--- src/rtl/bst_pkg.sv ---
package bst_pkg;
	localparam int IR_WIDTH = 4;
	localparam int BYP_WIDTH = 1;
	localparam int ID_WIDTH = 32;
	localparam int BSC_COUNT_DEF = 8;
	// instruction codes
	localparam logic [3:0] INS_EXTEST = 4'h0;
	localparam logic [3:0] INS_BYPASS = 4'hF;
	localparam logic [3:0] INS_IDCODE = 4'h2;
	localparam logic [3:0] INS_HIGHZ = 4'h4;
	localparam logic [3:0] INS_CLAMP = 4'h3;
	localparam logic [3:0] INS_SAMPLE = 4'h1;
	// capture pattern of the instruction register in capture-ir
	localparam logic [3:0] IR_CAPTURE = 4'h1;
	// identification field layout
	localparam int ID_REV_LSB = 28;
	localparam int ID_PART_LSB = 12;
	localparam int ID_VEND_LSB = 1;
	localparam int ID_REV_W = 4;
	localparam int ID_PART_W = 16;
	localparam int ID_VEND_W = 11;
	// arbitrary neutral identity values
	localparam logic [3:0] ID_REV_DEF = 4'h5;
	localparam logic [15:0] ID_PART_DEF = 16'hA5C3;
	localparam logic [10:0] ID_VEND_DEF = 11'h2B6;
	// timing: minimum test clock period, system clock period, and minimum test clock period in system clock cycles
	localparam int TCK_MIN_NS = 100;
	localparam int CLK_NS = 50;
	localparam int TCK_MIN_CYC = (TCK_MIN_NS + CLK_NS - 1) / CLK_NS;
	typedef enum logic [3:0] {
		BST_RESET, BST_IDLE, BST_SEL_DR, BST_CAP_DR, BST_SHF_DR, BST_EX1_DR,
		BST_PAU_DR, BST_EX2_DR, BST_UPD_DR, BST_SEL_IR, BST_CAP_IR,
		BST_SHF_IR, BST_EX1_IR, BST_PAU_IR, BST_EX2_IR, BST_UPD_IR
	} bst_state_t;
endpackage : bst_pkg

--- src/rtl/bst_tap_if.sv ---
`timescale 1ns/1ps
`default_nettype none
interface bst_tap_if;
	import bst_pkg::*;
	logic       tck_rise;
	logic       tck_fall;
	logic       tms;
	logic       trst;
	bst_state_t state;
	modport ctl (input tck_rise, input tms, input trst, output state);
	modport use_side (input tck_rise, input tck_fall, input state);
endinterface : bst_tap_if
`default_nettype wire

--- src/rtl/bst_tap_fsm.sv ---
`timescale 1ns/1ps
`default_nettype none
module bst_tap_fsm (
	input  wire logic clk,        // system clock
	input  wire logic rstn,       // async reset, active low
	bst_tap_if.ctl    tap         // strobes in, state out
);
	import bst_pkg::*;
	bst_state_t next_state;

	always_comb
	begin
		next_state = tap.state;
		case (tap.state)
			BST_RESET:  next_state = tap.tms ? BST_RESET : BST_IDLE;
			BST_IDLE:   next_state = tap.tms ? BST_SEL_DR : BST_IDLE;
			BST_SEL_DR: next_state = tap.tms ? BST_SEL_IR : BST_CAP_DR;
			BST_CAP_DR: next_state = tap.tms ? BST_EX1_DR : BST_SHF_DR;
			BST_SHF_DR: next_state = tap.tms ? BST_EX1_DR : BST_SHF_DR;
			BST_EX1_DR: next_state = tap.tms ? BST_UPD_DR : BST_PAU_DR;
			BST_PAU_DR: next_state = tap.tms ? BST_EX2_DR : BST_PAU_DR;
			BST_EX2_DR: next_state = tap.tms ? BST_UPD_DR : BST_SHF_DR;
			BST_UPD_DR: next_state = tap.tms ? BST_SEL_DR : BST_IDLE;
			BST_SEL_IR: next_state = tap.tms ? BST_RESET : BST_CAP_IR;
			BST_CAP_IR: next_state = tap.tms ? BST_EX1_IR : BST_SHF_IR;
			BST_SHF_IR: next_state = tap.tms ? BST_EX1_IR : BST_SHF_IR;
			BST_EX1_IR: next_state = tap.tms ? BST_UPD_IR : BST_PAU_IR;
			BST_PAU_IR: next_state = tap.tms ? BST_EX2_IR : BST_PAU_IR;
			BST_EX2_IR: next_state = tap.tms ? BST_UPD_IR : BST_SHF_IR;
			BST_UPD_IR: next_state = tap.tms ? BST_SEL_DR : BST_IDLE;
			default:    next_state = BST_RESET;
		endcase
	end

	always_ff @(posedge clk or negedge rstn)
	begin
		if (!rstn)
			tap.state <= BST_RESET;
		else if (tap.trst)
			tap.state <= BST_RESET;
		else if (tap.tck_rise)
			tap.state <= next_state;
	end
endmodule : bst_tap_fsm
`default_nettype wire

--- src/rtl/bst_cell_chain.sv ---
`timescale 1ns/1ps
`default_nettype none
module bst_cell_chain #(
	parameter int N = bst_pkg::BSC_COUNT_DEF
) (
	input  wire logic         clk,        // system clock
	input  wire logic         rstn,       // async reset, active low
	bst_tap_if.use_side       tap,        // strobes and state
	input  wire logic         sel,        // chain is on the serial path
	input  wire logic [N-1:0] pin_value,  // live pin values to capture
	input  wire logic         ser_in,     // serial data in
	output logic              ser_out,    // serial data out (lsb)
	output logic [N-1:0]      upd         // update latches
);
	import bst_pkg::*;
	logic [N-1:0] shf;
	wire cap_en = sel && tap.tck_rise && tap.state == BST_CAP_DR;
	wire shf_en = sel && tap.tck_rise && tap.state == BST_SHF_DR;
	wire upd_en = sel && tap.tck_fall && tap.state == BST_UPD_DR;

	assign ser_out = shf[0];

	genvar i;
	generate
		for (i = 0; i < N; i++)
		begin : g_cell
			logic sin;
			if (i == N - 1)
				assign sin = ser_in;
			else
				assign sin = shf[i+1];
			always_ff @(posedge clk or negedge rstn)
			begin
				if (!rstn)
					shf[i] <= 1'b0;
				else if (cap_en)
					shf[i] <= pin_value[i];
				else if (shf_en)
					shf[i] <= sin;
			end
			always_ff @(posedge clk or negedge rstn)
			begin
				if (!rstn)
					upd[i] <= 1'b0;
				else if (upd_en)
					upd[i] <= shf[i];
			end
		end
	endgenerate
endmodule : bst_cell_chain
`default_nettype wire

--- src/rtl/bst_tap_top.sv ---
`timescale 1ns/1ps
`default_nettype none
module bst_tap_top #(
	parameter int         NIN  = 4,
	parameter int         NOUT = 4,
	parameter logic [3:0] ID_REV  = bst_pkg::ID_REV_DEF,
	parameter logic [15:0] ID_PART = bst_pkg::ID_PART_DEF,
	parameter logic [10:0] ID_VEND = bst_pkg::ID_VEND_DEF
) (
	input  wire logic            clk,       // 20 MHz system clock
	input  wire logic            rstn,      // async reset, active low
	input  wire logic            tck,       // test clock pin
	input  wire logic            tms,       // test mode select pin
	input  wire logic            tdi,       // test data in pin
	input  wire logic            trst_n,    // test reset pin, active low
	output logic                 tdo,       // test data out
	output logic                 tdo_oe,    // tdo drive enable
	input  wire logic [NIN-1:0]  core_in,   // functional input pins
	input  wire logic [NOUT-1:0] core_out,  // core drive for outputs
	input  wire logic [NOUT-1:0] core_oe,   // core enables for outputs
	output logic [NOUT-1:0]      pin_out,   // value to output pins
	output logic [NOUT-1:0]      pin_oe     // enables of output pins
);
	import bst_pkg::*;
	localparam int NC = NIN + 2 * NOUT;

	// two-flop synchronisers for the test pins
	logic [3:0] sy1;
	logic [3:0] sy2;
	logic       tck_d;
	always_ff @(posedge clk or negedge rstn)
	begin
		if (!rstn)
		begin
			sy1   <= 4'h0;
			sy2   <= 4'h0;
			tck_d <= 1'b0;
		end
		else
		begin
			sy1   <= {tck, tms, tdi, ~trst_n};
			sy2   <= sy1;
			tck_d <= sy2[3];
		end
	end
	wire tck_s  = sy2[3];
	wire tms_s  = sy2[2];
	wire tdi_s  = sy2[1];
	wire trst_s = sy2[0];

	bst_tap_if tap ();
	assign tap.tck_rise = tck_s & ~tck_d;
	assign tap.tck_fall = ~tck_s & tck_d;
	assign tap.tms      = tms_s;
	assign tap.trst     = trst_s;

	bst_tap_fsm u_fsm (
		.clk  (clk),
		.rstn (rstn),
		.tap  (tap.ctl)
	);

	// instruction register
	logic [IR_WIDTH-1:0] ir_shf;
	logic [IR_WIDTH-1:0] instruction_shift_reg;
	wire st_reset = tap.state == BST_RESET;
	wire ir_cap   = tap.tck_rise && tap.state == BST_CAP_IR;
	wire ir_shift = tap.tck_rise && tap.state == BST_SHF_IR;
	wire ir_upd   = tap.tck_fall && tap.state == BST_UPD_IR;
	always_ff @(posedge clk or negedge rstn)
	begin
		if (!rstn)
			ir_shf <= IR_CAPTURE;
		else if (ir_cap)
			ir_shf <= IR_CAPTURE;
		else if (ir_shift)
			ir_shf <= {tdi_s, ir_shf[IR_WIDTH-1:1]};
	end
	always_ff @(posedge clk or negedge rstn)
	begin
		if (!rstn)
			instruction_shift_reg <= INS_IDCODE;
		else if (st_reset)
			instruction_shift_reg <= INS_IDCODE;
		else if (ir_upd)
			instruction_shift_reg <= ir_shf;
	end

	// instruction decode; reserved codes fall back to bypass
	wire is_extest = instruction_shift_reg == INS_EXTEST;
	wire is_idcode = instruction_shift_reg == INS_IDCODE;
	wire is_highz  = instruction_shift_reg == INS_HIGHZ;
	wire is_clamp  = instruction_shift_reg == INS_CLAMP;
	wire is_sample = instruction_shift_reg == INS_SAMPLE;
	wire sel_chain = is_extest | is_sample;
	wire sel_id    = is_idcode;
	wire sel_byp   = ~sel_chain & ~sel_id;

	// identity value
	wire [ID_WIDTH-1:0] id_value;
	assign id_value[ID_REV_LSB +: ID_REV_W]   = ID_REV;
	assign id_value[ID_PART_LSB +: ID_PART_W] = ID_PART;
	assign id_value[ID_VEND_LSB +: ID_VEND_W] = ID_VEND;
	assign id_value[0]                        = 1'b1;

	wire dr_cap   = tap.tck_rise && tap.state == BST_CAP_DR;
	wire dr_shift = tap.tck_rise && tap.state == BST_SHF_DR;
	logic [ID_WIDTH-1:0]  part_identity_reg;
	logic [BYP_WIDTH-1:0] single_bit_pass_reg;
	always_ff @(posedge clk or negedge rstn)
	begin
		if (!rstn)
			part_identity_reg <= '0;
		else if (sel_id && dr_cap)
			part_identity_reg <= id_value;
		else if (sel_id && dr_shift)
			part_identity_reg <= {tdi_s, part_identity_reg[ID_WIDTH-1:1]};
	end
	always_ff @(posedge clk or negedge rstn)
	begin
		if (!rstn)
			single_bit_pass_reg <= 1'b0;
		else if (sel_byp && dr_cap)
			single_bit_pass_reg <= 1'b0;
		else if (sel_byp && dr_shift)
			single_bit_pass_reg <= tdi_s;
	end

	// cell order: inputs, output values, output enables (test pins excluded)
	// capture path sees the functional pins through two flops
	logic [NC-1:0] cap_s1;
	logic [NC-1:0] cap_s2;
	always_ff @(posedge clk or negedge rstn)
	begin
		if (!rstn)
		begin
			cap_s1 <= '0;
			cap_s2 <= '0;
		end
		else
		begin
			cap_s1 <= {core_oe, core_out, core_in};
			cap_s2 <= cap_s1;
		end
	end
	wire [NC-1:0] pin_value = cap_s2;
	logic         chain_so;
	logic [NC-1:0] cell_upd;
	bst_cell_chain #(.N(NC)) u_chain (
		.clk       (clk),
		.rstn      (rstn),
		.tap       (tap.use_side),
		.sel       (sel_chain),
		.pin_value (pin_value),
		.ser_in    (tdi_s),
		.ser_out   (chain_so),
		.upd       (cell_upd)
	);

	// output pin muxing; sample/preload never reaches the pins
	wire            drive_cells = is_extest | is_clamp;
	wire [NOUT-1:0] cell_out    = cell_upd[NIN +: NOUT];
	wire [NOUT-1:0] cell_oe     = cell_upd[NIN+NOUT +: NOUT];
	assign pin_out = drive_cells ? cell_out : core_out;
	assign pin_oe  = is_highz ? '0 : (drive_cells ? cell_oe : core_oe);

	// serial output changes on the falling test clock edge
	wire ir_path  = tap.state == BST_SHF_IR;
	wire dr_path  = tap.state == BST_SHF_DR;
	wire next_tdo = ir_path ? ir_shf[0] :
		sel_chain ? chain_so :
		sel_id ? part_identity_reg[0] : single_bit_pass_reg[0];
	always_ff @(posedge clk or negedge rstn)
	begin
		if (!rstn)
		begin
			tdo    <= 1'b0;
			tdo_oe <= 1'b0;
		end
		else if (tap.tck_fall)
		begin
			tdo    <= next_tdo;
			tdo_oe <= ir_path | dr_path;
		end
		else if (st_reset)
			tdo_oe <= 1'b0;
	end
endmodule : bst_tap_top
`default_nettype wire

--- config.mk ---
export PLATFORM = sky130hd
export DESIGN_NAME = bst_tap_top
export DESIGN_NICKNAME = d
export VERILOG_FILES = /design/src/rtl/bst_pkg.sv /design/src/rtl/bst_tap_if.sv /design/src/rtl/bst_tap_fsm.sv /design/src/rtl/bst_cell_chain.sv /design/src/rtl/bst_tap_top.sv
export SDC_FILE = /design/constraint.sdc
export NUM_CORES = 1
export LEC_CHECK = 0
export BUFFER_PORTS_ARGS = -buffer_cell sky130_fd_sc_hd__buf_4
export CAP_MARGIN = 40
export CORE_UTILIZATION = 50
export DETAILED_ROUTE_END_ITERATION = 7
export PLACE_DENSITY_LB_ADDON = 0.1
export SLEW_MARGIN = 15
export SYNTH_ARGS = -nofsm -noshare
export SYNTH_HDL_FRONTEND = slang
export SYNTH_SLANG_ARGS = --single-unit
--- constraint.sdc ---
create_clock -name clk -period 4 [get_ports clk]
set_clock_uncertainty 0.05 [all_clocks]
set_input_delay 0.2 -clock clk [delete_from_list [all_inputs] [get_ports clk]]
set_output_delay 0.2 -clock clk [all_outputs]
set_load 0.1 [all_outputs]
; ---- After elaboration in Yosys (flattened, before gate mapping)
; Cells that the tools add are included.
[word_totals]
input_bits = 18
wordCells = 143
out_inout_bits = 10
register_bits = 100
[op_classes]
reduce_logical = 26
bitwise_logic = 11
n_mux = 55
n_eq_ne = 19
[op_table]
columns = op, n
row1 = $mux 32, 2
row2 = $mux 4, 13
row3 = $pmux 4 s12, 1
row4 = $mux 1, 34
row5 = $eq 4x4->1 const B, 8
row6 = $eq 4x3->1 const B, 5
row7 = $eq 4x2->1 const B, 4
row8 = $logic_and 1x1->1, 14
row9 = $reduce_bool 2->1, 7
row10 = $eq 4x1->1 const B, 2
row11 = $logic_not 4->1, 2
row12 = $mux 2, 3
row13 = $mux 3, 2
row14 = $not 1->1, 5
row15 = $reduce_or 2->1, 2
row16 = $and 1x1->1, 3
row17 = $or 1x1->1, 3
row18 = $reduce_or 3->1, 1

; ---- Longest topological paths before layout
; Gate-level depths: netlist (run 1).
[logic_depth]
word_depth = 7
depth_mapped = 7
depth_no_buf = 4

; ---- Modules after synthesis
; From an unflattened synthesis (run 1), not the netlist that was laid out.
[hier_totals]
cells_unflattened = 398
area_unflattened_um2 = 4443.0
[by_module_without_submodules]
columns = module, cells_per_inst, area_per_inst_um2, instances, seq_area_each_um2
row1 = bst_tap_top, 278, 3011.6, 1, 1904.3
row2 = bst_cell_chain, 74, 1041.0, 1, 600.6
row3 = bst_tap_fsm, 46, 390.4, 1, 100.1

; ---- Worst setup path before layout (run 1)
; OpenSTA, ideal clock, no wires.
[synth_timing]
kind = flip-flop to output port
start = register instruction_shift_reg[1]
end = output pin_oe[0]
t_arrival_ps = 3072
n_path_buf = 0
path_slack_ps = 678
path_stages_with_launch = 4
required_ps = 3750
cell_sequence = dfstp_2 nor3b_4 a221oi_1 o21ai_0
[synth_between]
elab_chain_len = 4
word_cells_on_any_way = 6
cone_classes = eq/ne: 2 / mux: 2 / bitwise: 1 / reduce/logical: 1
[synth_lines]
columns = item, line_no
row1 = from (decl), bst_tap_top.sv:65  ; logic [IR_WIDTH-1:0] instruction_shift_reg;
row2 = from (signal assigned), bst_tap_top.sv:86  ; instruction_shift_reg <= ir_shf;
row3 = $eq 4x2->1 / $logic_not 4->1 (equally long branches), "bst_tap_top.sv:93, bst_tap_top.sv:90"
row4 = $or 1x1->1, bst_tap_top.sv:161  ; wire drive_cells = is_extest | is_clamp;
row5 = $mux 4, bst_tap_top.sv:165  ; assign pin_oe = is_highz ? '0 : (drive_cells ? cell_oe : core_oe);
row6 = $mux 4 *, bst_tap_top.sv:165
row7 = to (decl), bst_tap_top.sv:22  ; output logic [NOUT-1:0] pin_oe
; Every way passes the cells marked *; elsewhere a longest branch is shown, timed or not.

; ---- Worst setup path after layout (run 1)
[layout_timing]
start = register instruction_shift_reg[1]
end = output pin_oe[2]
; Same word-level chain as after synthesis.

==> results of run 1 <==
## final timing paths
kind	to	slack [ns]	cells after the start
max reg2reg	part_identity_reg[7]	1.83	4
min reg2reg	cap_s2[4]	0.29	0
min	cap_s1[11]	0.17	2
max in group asynchronous	ir_shf[0]	3.04	3
max	pin_oe[2]	1.53	4
min in group clk	cap_s2[4]	0.29	0
## metal layers
metal  routed length (µm)  vias up  part of all wire  global-route usage
met1                 3880     1396              0.49               0.293
met5                    0        -                 0                   0
met2                 3600       51              0.45               0.303
li1                     -     1417                 -                   -
met3                  287       15             0.036              0.0550
met4                  145        0             0.018              0.0718
## final cells by class
type	instances	area (µm²)	share of cell area
clock buffers	11	131	0.0274
clock inverters	5	60.1	0.0125
inverters	5	18.8	0.00391
multi-input cells	258	1520	0.317
flip-flops and latches	100	2500	0.521
well taps	105	131	0.0274
repair buffers	49	434	0.0904
## synthesized netlist by cell type (all sizes together), types with 3 or more instances
cell / number
dfrtp: 98
nand2: 84
o21ai: 62
buf: 22
nor2: 21
mux2: 12
o22ai: 12
a221oi: 9
a21oi: 7
nand2b: 6
nor2b: 6
nor3: 6
inv: 5
o211ai: 4
clkbuf: 3
nor3b: 3
## power by group
part | internal, µW | switching (µW) | leakage (µW)
Sequential | 1040 | 24.0 | 0.00131
Combinational | 52.6 | 89.2 | 0.000616
Clock | 293 | 345 | 0.0000939
Total | 1380 | 458 | 0.00202
## cell families after synthesis
| kind of cell | synth area share |
|---|---|
| and+or+nand+nor | 0.157 |
| AOI/OAI and AO/OA | 0.167 |
| DFF | 0.595 |
| buffers and inverters | 0.0425 |
| muxes | 0.0345 |
| xor gates and xnor gates | 0.00416 |
## what timing repair did
| action | CTS | global route |
|---|---|---|
| hold buffers | 17 | 0 |
| endpoints found under the hold margin | 103 | 0 |
| setup endpoints to repair | 0 | 0 |
## cells in the final DEF (no fill, tap or decap), types with 3 or more instances in the layout
master / n
sky130_fd_sc_hd__a21oi_1: 7
sky130_fd_sc_hd__o22ai_1: 12
sky130_fd_sc_hd__mux2_2: 12
sky130_fd_sc_hd__inv_1: 5
sky130_fd_sc_hd__o21ai_0: 19
sky130_fd_sc_hd__buf_4: 30
sky130_fd_sc_hd__nor2b_1: 6
sky130_fd_sc_hd__o21ai_1: 34
sky130_fd_sc_hd__clkbuf_8: 9
sky130_fd_sc_hd__o21ai_2: 9
sky130_fd_sc_hd__a221oi_1: 9
sky130_fd_sc_hd__dfrtp_1: 98
sky130_fd_sc_hd__nor3_1: 3
sky130_fd_sc_hd__nand2b_1: 6
sky130_fd_sc_hd__dlygate4sd3_1: 17
sky130_fd_sc_hd__nand2_1: 82
sky130_fd_sc_hd__o211ai_1: 3
sky130_fd_sc_hd__nor2_1: 20
## per-stage QoR
stage,power [µW],cells
after floorplan,1150,388
after global placement,1200,498
after detailed placement,1210,499
after CTS,1860,532
after global routing,1930,533
final,1840,533
==> impl_metrics.sql, run 1 <==
INSERT INTO impl_metrics (metric_group, metric, value, unit) VALUES
('timing', 'rsz0062_at_grt', 'no', ''),
('drt', 'num_vias', '2879', ''),
('critical_path', 'worst_ep_arrival_time', '2.22', 'ns'),
('clocking', 'post_cts_resize_count', '0', ''),
('place', 'port_buffers', '27', ''),
('run_status', 'outcome', 'finished clean', ''),
('global_route', 'overflow', '0', ''),
('yosys', 'synth.distinct_cells', '50', ''),
('min_path', 'hold_class', 'input port to asynchronous set/reset pin', ''),
('place', 'globalplace.congestion', '0.845', ''),
('global_route', 'first_global_vias', '2750', ''),
('clocking', 'postCtsSetupBuffers', '0', ''),
('yosys', 'synth_edf_count', '0', ''),
('timing', 'worstMarginPinSlew', '0.698', 'ns'),
('place', 'dp_slack', '1.85', 'ns'),
('layout', 'areaGrowthSynthToFinish', '14.2', '%'),
('floorplan', 'die_w', '93.7', 'µm'),
('critical_path', 'cp_top_family', 'flip-flops', ''),
('floorplan', 'floorplan.die.height', '93.7', 'µm'),
('yosys', 'postSynthRegisterBits', '100', ''),
('drt', 'number_of_vias_per_cell_after_detailed_routing', '5.40', ''),
('power', 'power-per-cell-area', '383', 'nW/µm²'),
('clocking', 'cts_tree', 'done', ''),
('timing', 'final.setup.worst_slack', '1.53', 'ns'),
('global_route', 'initial_antenna_violation_count', '0', ''),
('critical_path', 'critical_path_required', '3.75', 'ns'),
('layout', 'design.final.nets', '441', ''),
('yosys', 'synth.top_cells.by_area', 'sky130_fd_sc_hd__dfrtp_1 58%, sky130_fd_sc_hd__nand2_1 7.3%, sky130_fd_sc_hd__o21ai_1 4.0%, sky130_fd_sc_hd__mux2_2 3.2%, sky130_fd_sc_hd__o21ai_0 2.3%', ''),
('layout', 'largest_register_ff_count', '32', ''),
('yosys', 'syn_avg_cell_area', '10.8', 'µm²'),
('clocking', 'tritoncts.num_buffers', '9', ''),
('yosys', 'yosysSeqAreaShare', '0.595', ''),
('critical_path', 'max_stage_delay_on_crit_path', '0.69', 'ns'),
('timing', 'final.period_utilization', '0.619', ''),
('global_route', 'grt_start_max_net_pins', '65', ''),
('yosys', 'post-synth-top-area-cell', 'sky130_fd_sc_hd__dfrtp_1', ''),
('yosys', 'netlist_area', '4210', 'µm²'),
('yosys', 'post-synth-top-area-fraction', '0.583', ''),
('drt', 'drt_pass1_iterations', '4', ''),
('drt', 'route.detailed.drc', '0', ''),
('layout', 'antenna_cells_inserted', '0', ''),
('critical_path', 'buffer_and_inverter_count_on_the_worst_path', '1', ''),
('job', 'max-cap-violations', '0', ''),
('critical_path', 'crit_path_cell_trace', 'nor3b_4 > a221oi_1 > o21ai_0 > buf_4', ''),
('yosys', 'async_reset_ff_frac', '1.00', ''),
('place', 'standard_cell_area_after_detailed_placement', '4430', 'µm²'),
('timing', 'timing.final.hold_violations', '0', ''),
('critical_path', 'worst_path_max_delay_cell', 'sky130_fd_sc_hd__dfstp_2', ''),
('yosys', 'synth-warning-count', '0', ''),
('clocking', 'clk_latency', '0.36', 'ns'),
('timing', 'timing.final.crit_period', '2.47', 'ns'),
('timing', 'maxSlewHeadroom', '0.535', ''),
('yosys', 'postSynthCellCount', '388', ''),
('clocking', 'cts_root_buffer', 'sky130_fd_sc_hd__clkbuf_8', ''),
('global_route', 'grt_pass1_wl', '13.6', 'mm'),
('power', 'peakVddDrop', '0.218', 'mV'),
('layout', 'final_layout_size_suffix_gt1_frac', '0.199', ''),
('floorplan', 'core_area', '8180', 'µm²'),
('timing', 'setup_viol_count_final', '0', ''),
('yosys', 'yosys_most_used_dff', 'sky130_fd_sc_hd__dfrtp_1', ''),
('global_route', 'global_route.usage.total', '0.205', ''),
('layout', 'final_cell_area', '4800', 'µm²'),
('critical_path', 'start_kind', 'flip-flop', ''),
('floorplan', 'num_io_pins', '28', ''),
('critical_path', 'worst_r2r_start', 'u_fsm.tap.state[2]', ''),
('floorplan', 'start_util', '0.515', ''),
('yosys', 'postSynthNetCount', '406', ''),
('drt', 'final_routed_wirelength_across_all_metal_layers', '7.92', 'mm'),
('clocking', 'cts-root-to-sink-buffers', '2', ''),
('drt', 'ant_nets', '0', ''),
('critical_path', 'worstSetupEndpointType', 'output port', '');
Power figures use the tool's default switching activity.
==> run 2, diff against run 1 <==
- ABC_AREA: not set -> 1
- clock period: 4 -> 2.2 ns (I/O delays scaled with it)
==> run 2 against run 1 <==
Compared with the run above:
- flip-flop and latch count unchanged
- register-to-register slack got worse by 1.6 ns
- area after synthesis increased by 0.33%
- first-iteration DRC count increased by 61%
- count of clock-buffer cells in the layout decreased by 2
- sequential share of layout area decreased by 0.92 points
- combinational power increased by 120%
==> impl_metrics.sql, run 2 <==
INSERT INTO impl_metrics (metric_group, metric, value, unit) VALUES
('yosys', 'synth-warning-count', '0', ''),
('critical_path', 'worst_r2r_start', 'u_fsm.tap.state[2]', ''),
('yosys', 'post-synth-top-area-fraction', '0.581', ''),
('yosys', 'netlist_area', '4220', 'µm²'),
('yosys', 'post-synth-top-count-cell', 'sky130_fd_sc_hd__nand2_1', ''),
('timing', 'hold-worst-slack', '0.178', 'ns'),
('global_route', 'grt_start_max_net_pins', '43', ''),
('global_route', 'first_global_vias', '3005', ''),
('yosys', 'yosys_most_used_dff', 'sky130_fd_sc_hd__dfrtp_1', ''),
('place', 'globalplace.congestion', '0.830', ''),
('yosys', 'synth_top_cells_by_count', '162 x sky130_fd_sc_hd__nand2_1, 98 x sky130_fd_sc_hd__dfrtp_1, 31 x sky130_fd_sc_hd__nand3_1', ''),
('place', 'hpwl', '5.45', 'mm'),
('power', 'pwr-share-comb', '0.091', ''),
('layout', 'final_core_util', '0.598', ''),
('floorplan', 'start_util', '0.516', ''),
('drt', 'dr_wl_met3', '270', 'µm'),
('critical_path', 'worstSetupEndpointType', 'output port', ''),
('drt', 'highest-signal-layer', 'met4', ''),
('run_status', 'outcome', 'finished clean', ''),
('timing', 'setup_total_negative_slack', '0', 'ns'),
('layout', 'layout.cells.most_common', 'sky130_fd_sc_hd__nand2_1', ''),
('clocking', 'clk_latency', '0.37', 'ns'),
('critical_path', 'timing.critical_path.fanout_max', '8', ''),
('drt', 'route.detailed.wl_per_inst', '13.8', 'µm'),
('critical_path', 'r2r_setup_slack', '0.22', 'ns'),
('layout', 'antenna_cells_inserted', '0', ''),
('clocking', 'cts-root-to-sink-buffers', '2', ''),
('layout', 'highest_count_cells_in_the_layout_ignoring_fill_and_taps', '162 x sky130_fd_sc_hd__nand2_1, 98 x sky130_fd_sc_hd__dfrtp_1, 34 x sky130_fd_sc_hd__buf_4', ''),
('timing', 'fmax', '486', 'MHz'),
('yosys', 'synth_edf_count', '0', ''),
('global_route', 'grt_pass1_wl', '14.4', 'mm'),
('global_route', 'initial_antenna_violation_count', '0', ''),
('min_path', 'hold_class', 'input port to asynchronous set/reset pin', ''),
('yosys', 'synth.distinct_cells', '32', ''),
('yosys', 'postSynthNetCount', '472', ''),
('yosys', 'async_reset_ff_frac', '1.00', ''),
('place', 'dp_slack', '0.257', 'ns'),
('clocking', 'clk_pin_slew', '0.11', 'ns'),
('drt', 'route.detailed.drc', '0', ''),
('floorplan', 'floorplan.die.height', '93.9', 'µm'),
('critical_path', 'reg2reg_depth', '8', ''),
('layout', 'final_cell_area', '4890', 'µm²'),
('power', 'total_leakage_power', '0.00257', 'µW'),
('critical_path', 'critical_path_required', '2.04', 'ns'),
('timing', 'timing.final.crit_period', '2.06', 'ns'),
('drt', 'detail_route.iter0.violations', '175', ''),
('drt', 'ant_nets', '0', ''),
('clocking', 'cts_tree', 'done', ''),
('critical_path', 'worst-setup-path-type', 'flip-flop to output port', ''),
('timing', 'timing.final.hold_violations', '0', ''),
('place', 'standard_cell_area_after_detailed_placement', '4500', 'µm²'),
('timing', 'rsz0062_at_grt', 'no', ''),
('place', 'port_buffers', '27', ''),
('power', 'sw_frac_of_total', '0.273', ''),
('timing', 'setup_viol_count_final', '0', ''),
('critical_path', 'start_kind', 'flip-flop', ''),
('timing', 'final.period_utilization', '0.935', ''),
('layout', 'largest_register_ff_count', '32', ''),
('layout', 'design.final.nets', '519', ''),
('clocking', 'cts_root_buffer', 'sky130_fd_sc_hd__clkbuf_8', ''),
('drt', 'dr_wl_met2', '3.97', 'mm'),
('yosys', 'synth.top_cells.by_area', 'sky130_fd_sc_hd__dfrtp_1 58%, sky130_fd_sc_hd__nand2_1 14%, sky130_fd_sc_hd__nand3_1 3.7%, sky130_fd_sc_hd__inv_1 2.6%, sky130_fd_sc_hd__o21ai_0 2.4%', ''),
('drt', 'number_of_vias_per_cell_after_detailed_routing', '5.15', ''),
('yosys', 'yosysSeqAreaShare', '0.594', ''),
('yosys', 'postSynthRegisterBits', '100', ''),
('drt', 'drt-met1-wl', '3.98', 'mm'),
('clocking', 'tritoncts.num_buffers', '9', ''),
('global_route', 'overflow', '0', ''),
('floorplan', 'core_area', '8180', 'µm²'),
('floorplan', 'placement_rows', '33', ''),
('floorplan', 'die_w', '93.9', 'µm'),
('critical_path', 'worst_ep_arrival_time', '1.90', 'ns'),
('timing', 'final.setup.worst_slack', '0.142', 'ns'),
('power', 'peakVddDrop', '0.407', 'mV'),
('floorplan', 'fp.dieArea', '8810', 'µm²'),
('yosys', 'post-synth-top-area-cell', 'sky130_fd_sc_hd__dfrtp_1', ''),
('drt', 'final_routed_wirelength_across_all_metal_layers', '8.43', 'mm'),
('power', 'internal-power', '2510', 'µW'),
('yosys', 'postSynthCellCount', '454', ''),
('floorplan', 'num_io_pins', '28', ''),
('layout', 'areaGrowthSynthToFinish', '15.9', '%'),
('job', 'max-cap-violations', '0', ''),
('layout', 'final_layout_size_suffix_gt1_frac', '0.172', ''),
('timing', 'maxSlewHeadroom', '0.676', ''),
('global_route', 'global_route.usage.total', '0.216', ''),
('power', 'power-per-cell-area', '708', 'nW/µm²'),
('clocking', 'htree_levels', '3', ''),
('drt', 'drt_pass1_iterations', '4', ''),
('power', 'seqPwrFrac', '0.546', ''),
('timing', 'worstMarginPinSlew', '0.485', 'ns'),
('drt', 'num_vias', '3146', ''),
('critical_path', 'crit-reg2reg-capture', 'part_identity_reg[22]', ''),
('power', 'clock_power_share', '0.363', ''),
('clocking', 'postCtsSetupBuffers', '0', ''),
('timing', 'timing.final.max_slew_violations', '0', ''),
('yosys', 'syn_avg_cell_area', '9.30', 'µm²'),
('clocking', 'clock_sink_count', '100', ''),
('power', 'switchingPower', '946', 'µW');
-- run 2: how the worst max path moves through the flow --
| stage | endpoint | from | slack [ns] | cells past startpoint |
|---|---|---|---|---|
| after floorplan | pin_oe[2] | instruction_shift_reg[1] | 0.16 | 6 |
| after global placement | part_identity_reg[19] | u_fsm.tap.state[2] | 0.31 | 8 |
| after detailed placement | part_identity_reg[19] | u_fsm.tap.state[2] | 0.26 | 8 |
| after CTS | pin_oe[2] | instruction_shift_reg[1] | 0.11 | 7 |
| after global routing | pin_oe[2] | instruction_shift_reg[1] | 0.04 | 7 |
| final | pin_oe[2] | instruction_shift_reg[1] | 0.14 | 7 |
-- run 2: area by class of cell --
type | count | area [µm²]
flip-flops and latches | 100 | 2500
clock inverters | 7 | 93.8
clock buffers | 9 | 124
inverters | 35 | 134
well taps | 105 | 131
multi-input cells | 303 | 1460
repair buffers | 52 | 445
fillers | 703 | 3290
-- run 2: kinds of logic after synthesis --
group           share of synthesized area
simple gates                        0.251
flops                               0.594
compound gates                     0.0916
buf+inv                            0.0637
-- run 2: critical path, stage by stage, from the launching register on --
cell and delay, ns:
sky130_fd_sc_hd__dfstp_2 0.57, sky130_fd_sc_hd__inv_1 0.08, sky130_fd_sc_hd__nand3_1 0.08, sky130_fd_sc_hd__nand2_1 0.06, sky130_fd_sc_hd__inv_1 0.20, sky130_fd_sc_hd__o21ai_0 0.14, sky130_fd_sc_hd__nor2_2 0.09, sky130_fd_sc_hd__buf_4 0.29
-- run 2: repair_timing --
action | 4_1_cts | 5_1_grt
gates resized for setup | 0 | 0
endpoints found under the setup margin | 0 | 0
hold buffers | 17 | 0
hold endpoints to repair | 50 | 0
-- run 2: power groups by stage --
| stage | combinational [µW] | sequential, µW | clock, µW |
|---|---|---|---|
| finish | 314 | 1890 | 1260 |
| global route | 338 | 1890 | 1360 |
| CTS | 317 | 1890 | 1300 |
| detailed placement | 292 | 1930 | 0 |
| global placement | 292 | 1920 | 0 |
| floorplan | 178 | 1930 | 0 |
-- run 2: metrics by stage --
| stage | power (µW) | cells |
|---|---|---|
| after global routing | 3590 | 611 |
| after detailed placement | 2220 | 578 |
| after CTS | 3510 | 611 |
| after floorplan | 2110 | 454 |
| final | 3460 | 611 |
| after global placement | 2220 | 578 |
-- run 2: per-layer routing --
metal	track usage	vias to the layer above
met1	0.292	1530
met5	0	-
met4	0.109	0
met3	0.0445	18
li1	-	1545
met2	0.329	53
==> run 3, diff against run 2 <==
- MAX_ROUTING_LAYER: not set -> met4
- SKIP_LAST_GASP: not set -> 1
- SYNTH_HIERARCHICAL: not set -> 1
==> run 3 against run 2 <==
Compared with the run above:
- cell count is 12% higher
- area after synthesis is 10% higher
- utilization grew 0.78 points
- setup slack improved by 0.024 ns
- count of clock-buffer cells in the layout is the same
- critical path depth did not move
- die area increased by 10%
- highest routed layer unchanged
==> impl_metrics.sql, run 3 <==
INSERT INTO impl_metrics (metric_group, metric, value, unit) VALUES
('run_status', 'outcome', 'finished clean', ''),
('timing', 'setup_total_negative_slack', '0', 'ns'),
('place', 'hpwl', '6.19', 'mm'),
('global_route', 'overflow', '0', ''),
('power', 'power-per-cell-area', '608', 'nW/µm²'),
('power', 'total_power', '3260', 'µW'),
('timing', 'timing.final.max_slew_violations', '0', ''),
('floorplan', 'placement_rows', '34', ''),
('timing', 'final.period_utilization', '0.924', ''),
('yosys', 'postSynthNetCount', '542', ''),
('critical_path', 'start_kind', 'flip-flop', ''),
('clocking', 'htree_levels', '3', ''),
('power', 'switchingPower', '866', 'µW'),
('place', 'placed_cells_incl_taps', '653', ''),
('drt', 'route.detailed.wl_per_inst', '13.6', 'µm'),
('clocking', 'clk_pin_slew', '0.10', 'ns'),
('layout', 'finish.cell_count_without_fillers', '686', ''),
('yosys', 'netlist_area', '4660', 'µm²'),
('critical_path', 'reg2reg_depth', '8', ''),
('timing', 'fmax', '492', 'MHz'),
('power', 'total_leakage_power', '0.00272', 'µW'),
('layout', 'areaGrowthSynthToFinish', '15.2', '%'),
('critical_path', 'worst_ep_arrival_time', '1.87', 'ns'),
('timing', 'rsz0062_at_grt', 'no', ''),
('critical_path', 'max_stage_delay_on_crit_path', '0.55', 'ns'),
('critical_path', 'r2r_setup_slack', '0.28', 'ns'),
('drt', 'number_of_vias_per_cell_after_detailed_routing', '5.28', ''),
('drt', 'ant_nets', '0', ''),
('yosys', 'postSynthCellCount', '524', ''),
('timing', 'hold-worst-slack', '0.179', 'ns'),
('layout', 'fillCellCount', '791', ''),
('global_route', 'first_global_vias', '3615', ''),
('job', 'max-cap-violations', '0', ''),
('clocking', 'postCtsSetupBuffers', '0', ''),
('critical_path', 'worst_path_most_repeated_cell', 'sky130_fd_sc_hd__buf_4', ''),
('floorplan', 'floorplan.die.height', '98.5', 'µm'),
('clocking', 'clock_sink_count', '100', ''),
('timing', 'setup_viol_count_final', '0', ''),
('clocking', 'cts_root_buffer', 'sky130_fd_sc_hd__clkbuf_8', ''),
('critical_path', 'buffer_and_inverter_count_on_the_worst_path', '3', ''),
('global_route', 'global_route.usage.total', '0.220', ''),
('floorplan', 'core_area', '8850', 'µm²'),
('global_route', 'grt_start_max_net_pins', '44', ''),
('global_route', 'grt_pass1_wl', '16.6', 'mm'),
('power', 'sw_frac_of_total', '0.266', ''),
('global_route', 'initial_antenna_violation_count', '0', ''),
('timing', 'worstMarginPinSlew', '0.520', 'ns'),
('drt', 'detail_route.iter0.violations', '144', ''),
('layout', 'final_cell_area', '5360', 'µm²'),
('yosys', 'syn_avg_cell_area', '8.88', 'µm²'),
('critical_path', 'worst_r2r_start', 'instruction_shift_reg[2]', ''),
('layout', 'layout.cells.most_common', 'sky130_fd_sc_hd__nand2_1', ''),
('yosys', 'synth-warning-count', '6', ''),
('drt', 'drt_pass1_iterations', '6', ''),
('clocking', 'cts-root-to-sink-buffers', '2', ''),
('layout', 'design.final.nets', '591', ''),
('timing', 'timing.final.hold_violations', '0', ''),
('layout', 'antenna_cells_inserted', '0', ''),
('place', 'globalplace.congestion', '0.809', ''),
('floorplan', 'start_util', '0.526', ''),
('drt', 'route.detailed.drc', '0', ''),
('layout', 'largest_register_ff_count', '32', ''),
('layout', 'final_layout_size_suffix_gt1_frac', '0.211', ''),
('drt', 'num_vias', '3621', ''),
('timing', 'maxSlewHeadroom', '0.653', ''),
('critical_path', 'crit-reg2reg-capture', 'u_chain/g_cell[0].sin', ''),
('place', 'port_buffers', '27', ''),
('drt', 'final_routed_wirelength_across_all_metal_layers', '9.32', 'mm'),
('clocking', 'clk_latency', '0.37', 'ns'),
('critical_path', 'critical_path_required', '2.04', 'ns'),
('critical_path', 'crit_path_cell_trace', 'inv_2 > nand2_1 > nand3_1 > buf_4 > o21ai_0 > nor2_2 > buf_4', ''),
('floorplan', 'die_w', '98.5', 'µm'),
('power', 'seqPwrFrac', '0.578', ''),
('critical_path', 'worst-setup-path-type', 'flip-flop to output port', ''),
('critical_path', 'worstSetupEndpointType', 'output port', ''),
('power', 'peakVddDrop', '0.535', 'mV'),
('clocking', 'tritoncts.num_buffers', '9', ''),
('min_path', 'hold_class', 'input port to asynchronous set/reset pin', ''),
('place', 'standard_cell_area_after_detailed_placement', '4990', 'µm²'),
('clocking', 'cts_tree', 'done', ''),
('critical_path', 'cp_top_family', 'flip-flops', ''),
('critical_path', 'worst_path_max_delay_cell', 'sky130_fd_sc_hd__dfstp_2', ''),
('layout', 'highest_count_cells_in_the_layout_ignoring_fill_and_taps', '143 x sky130_fd_sc_hd__nand2_1, 98 x sky130_fd_sc_hd__dfrtp_1, 67 x sky130_fd_sc_hd__nand3_1', ''),
('power', 'pwr-share-comb', '0.065', ''),
('critical_path', 'timing.critical_path.fanout_max', '8', ''),
('power', 'clock_power_share', '0.357', ''),
('floorplan', 'fp.dieArea', '9700', 'µm²'),
('floorplan', 'num_io_pins', '28', ''),
('timing', 'timing.final.crit_period', '2.03', 'ns'),
('power', 'internal-power', '2390', 'µW');
==> run 3: changes by cell type in the layout (fill, tap and decap cells not counted), moves of 5 or more <==
cell                       before  now
sky130_fd_sc_hd__o21ai_1       15    0
sky130_fd_sc_hd__nand3_1       31   67
sky130_fd_sc_hd__nand4_1        3   30
sky130_fd_sc_hd__nand2_1      162  143
sky130_fd_sc_hd__o211ai_1      12    1
sky130_fd_sc_hd__nand3_2        1   23
sky130_fd_sc_hd__buf_4         34   41
sky130_fd_sc_hd__inv_1         29   52
sky130_fd_sc_hd__nor2_2         6   11
==> run 3: worst max-delay path by stage <==
stage,startpoint,to,slack [ns],depth (start not counted)
final,instruction_shift_reg[1],pin_oe[1],0.17,7
after global routing,instruction_shift_reg[1],pin_oe[1],0.04,7
after CTS,instruction_shift_reg[1],pin_oe[0],0.08,7
after detailed placement,instruction_shift_reg[3],u_chain/g_cell[0].sin,0.31,8
after global placement,instruction_shift_reg[3],u_chain/g_cell[10].sin,0.32,10
after floorplan,instruction_shift_reg[1],pin_oe[0],0.13,6
==> run 3: final cells by class <==
| type | instances | area, µm² | area share |
|---|---|---|---|
| clock buffer | 9 | 124 | 0.0231 |
| multi-input combinational | 342 | 1780 | 0.331 |
| timing repair buffer | 60 | 518 | 0.0966 |
| clock inverter | 7 | 76.3 | 0.0142 |
| sequential | 100 | 2500 | 0.467 |
| tap | 108 | 135 | 0.0252 |
| inverter | 60 | 228 | 0.0425 |
==> run 3: power groups by stage <==
stage | clock network, µW | registers [µW] | logic [µW]
after floorplan | 0 | 1920 | 90.1
after global placement | 0 | 1920 | 189
after detailed placement | 0 | 1920 | 191
after CTS | 1200 | 1880 | 215
after global routing | 1280 | 1890 | 229
final | 1160 | 1880 | 212
==> run 3: repair_timing <==
item	in CTS	in global routing
endpoints found under the setup margin	0	2
hold buffers	17	0
hold endpoints to repair	47	0
resized for setup	0	1
==> run 3: routing by layer <==
metal	part of all wire	vias to the layer above	routed length, µm	track usage
li1	-	1798	-	-
met1	0.46	1752	4260	0.267
met2	0.50	61	4700	0.377
met3	0.032	10	302	0.0475
met4	0.0068	0	63	0.0482
met5	0	-	0	-
==> run 3: per-stage QoR <==
stage	worst slack, ns	utilization
after floorplan	0.127	-
final	0.167	0.606
after global routing	0.0365	0.606
after CTS	0.0768	0.606
after detailed placement	0.312	0.564
after global placement	0.321	0.564
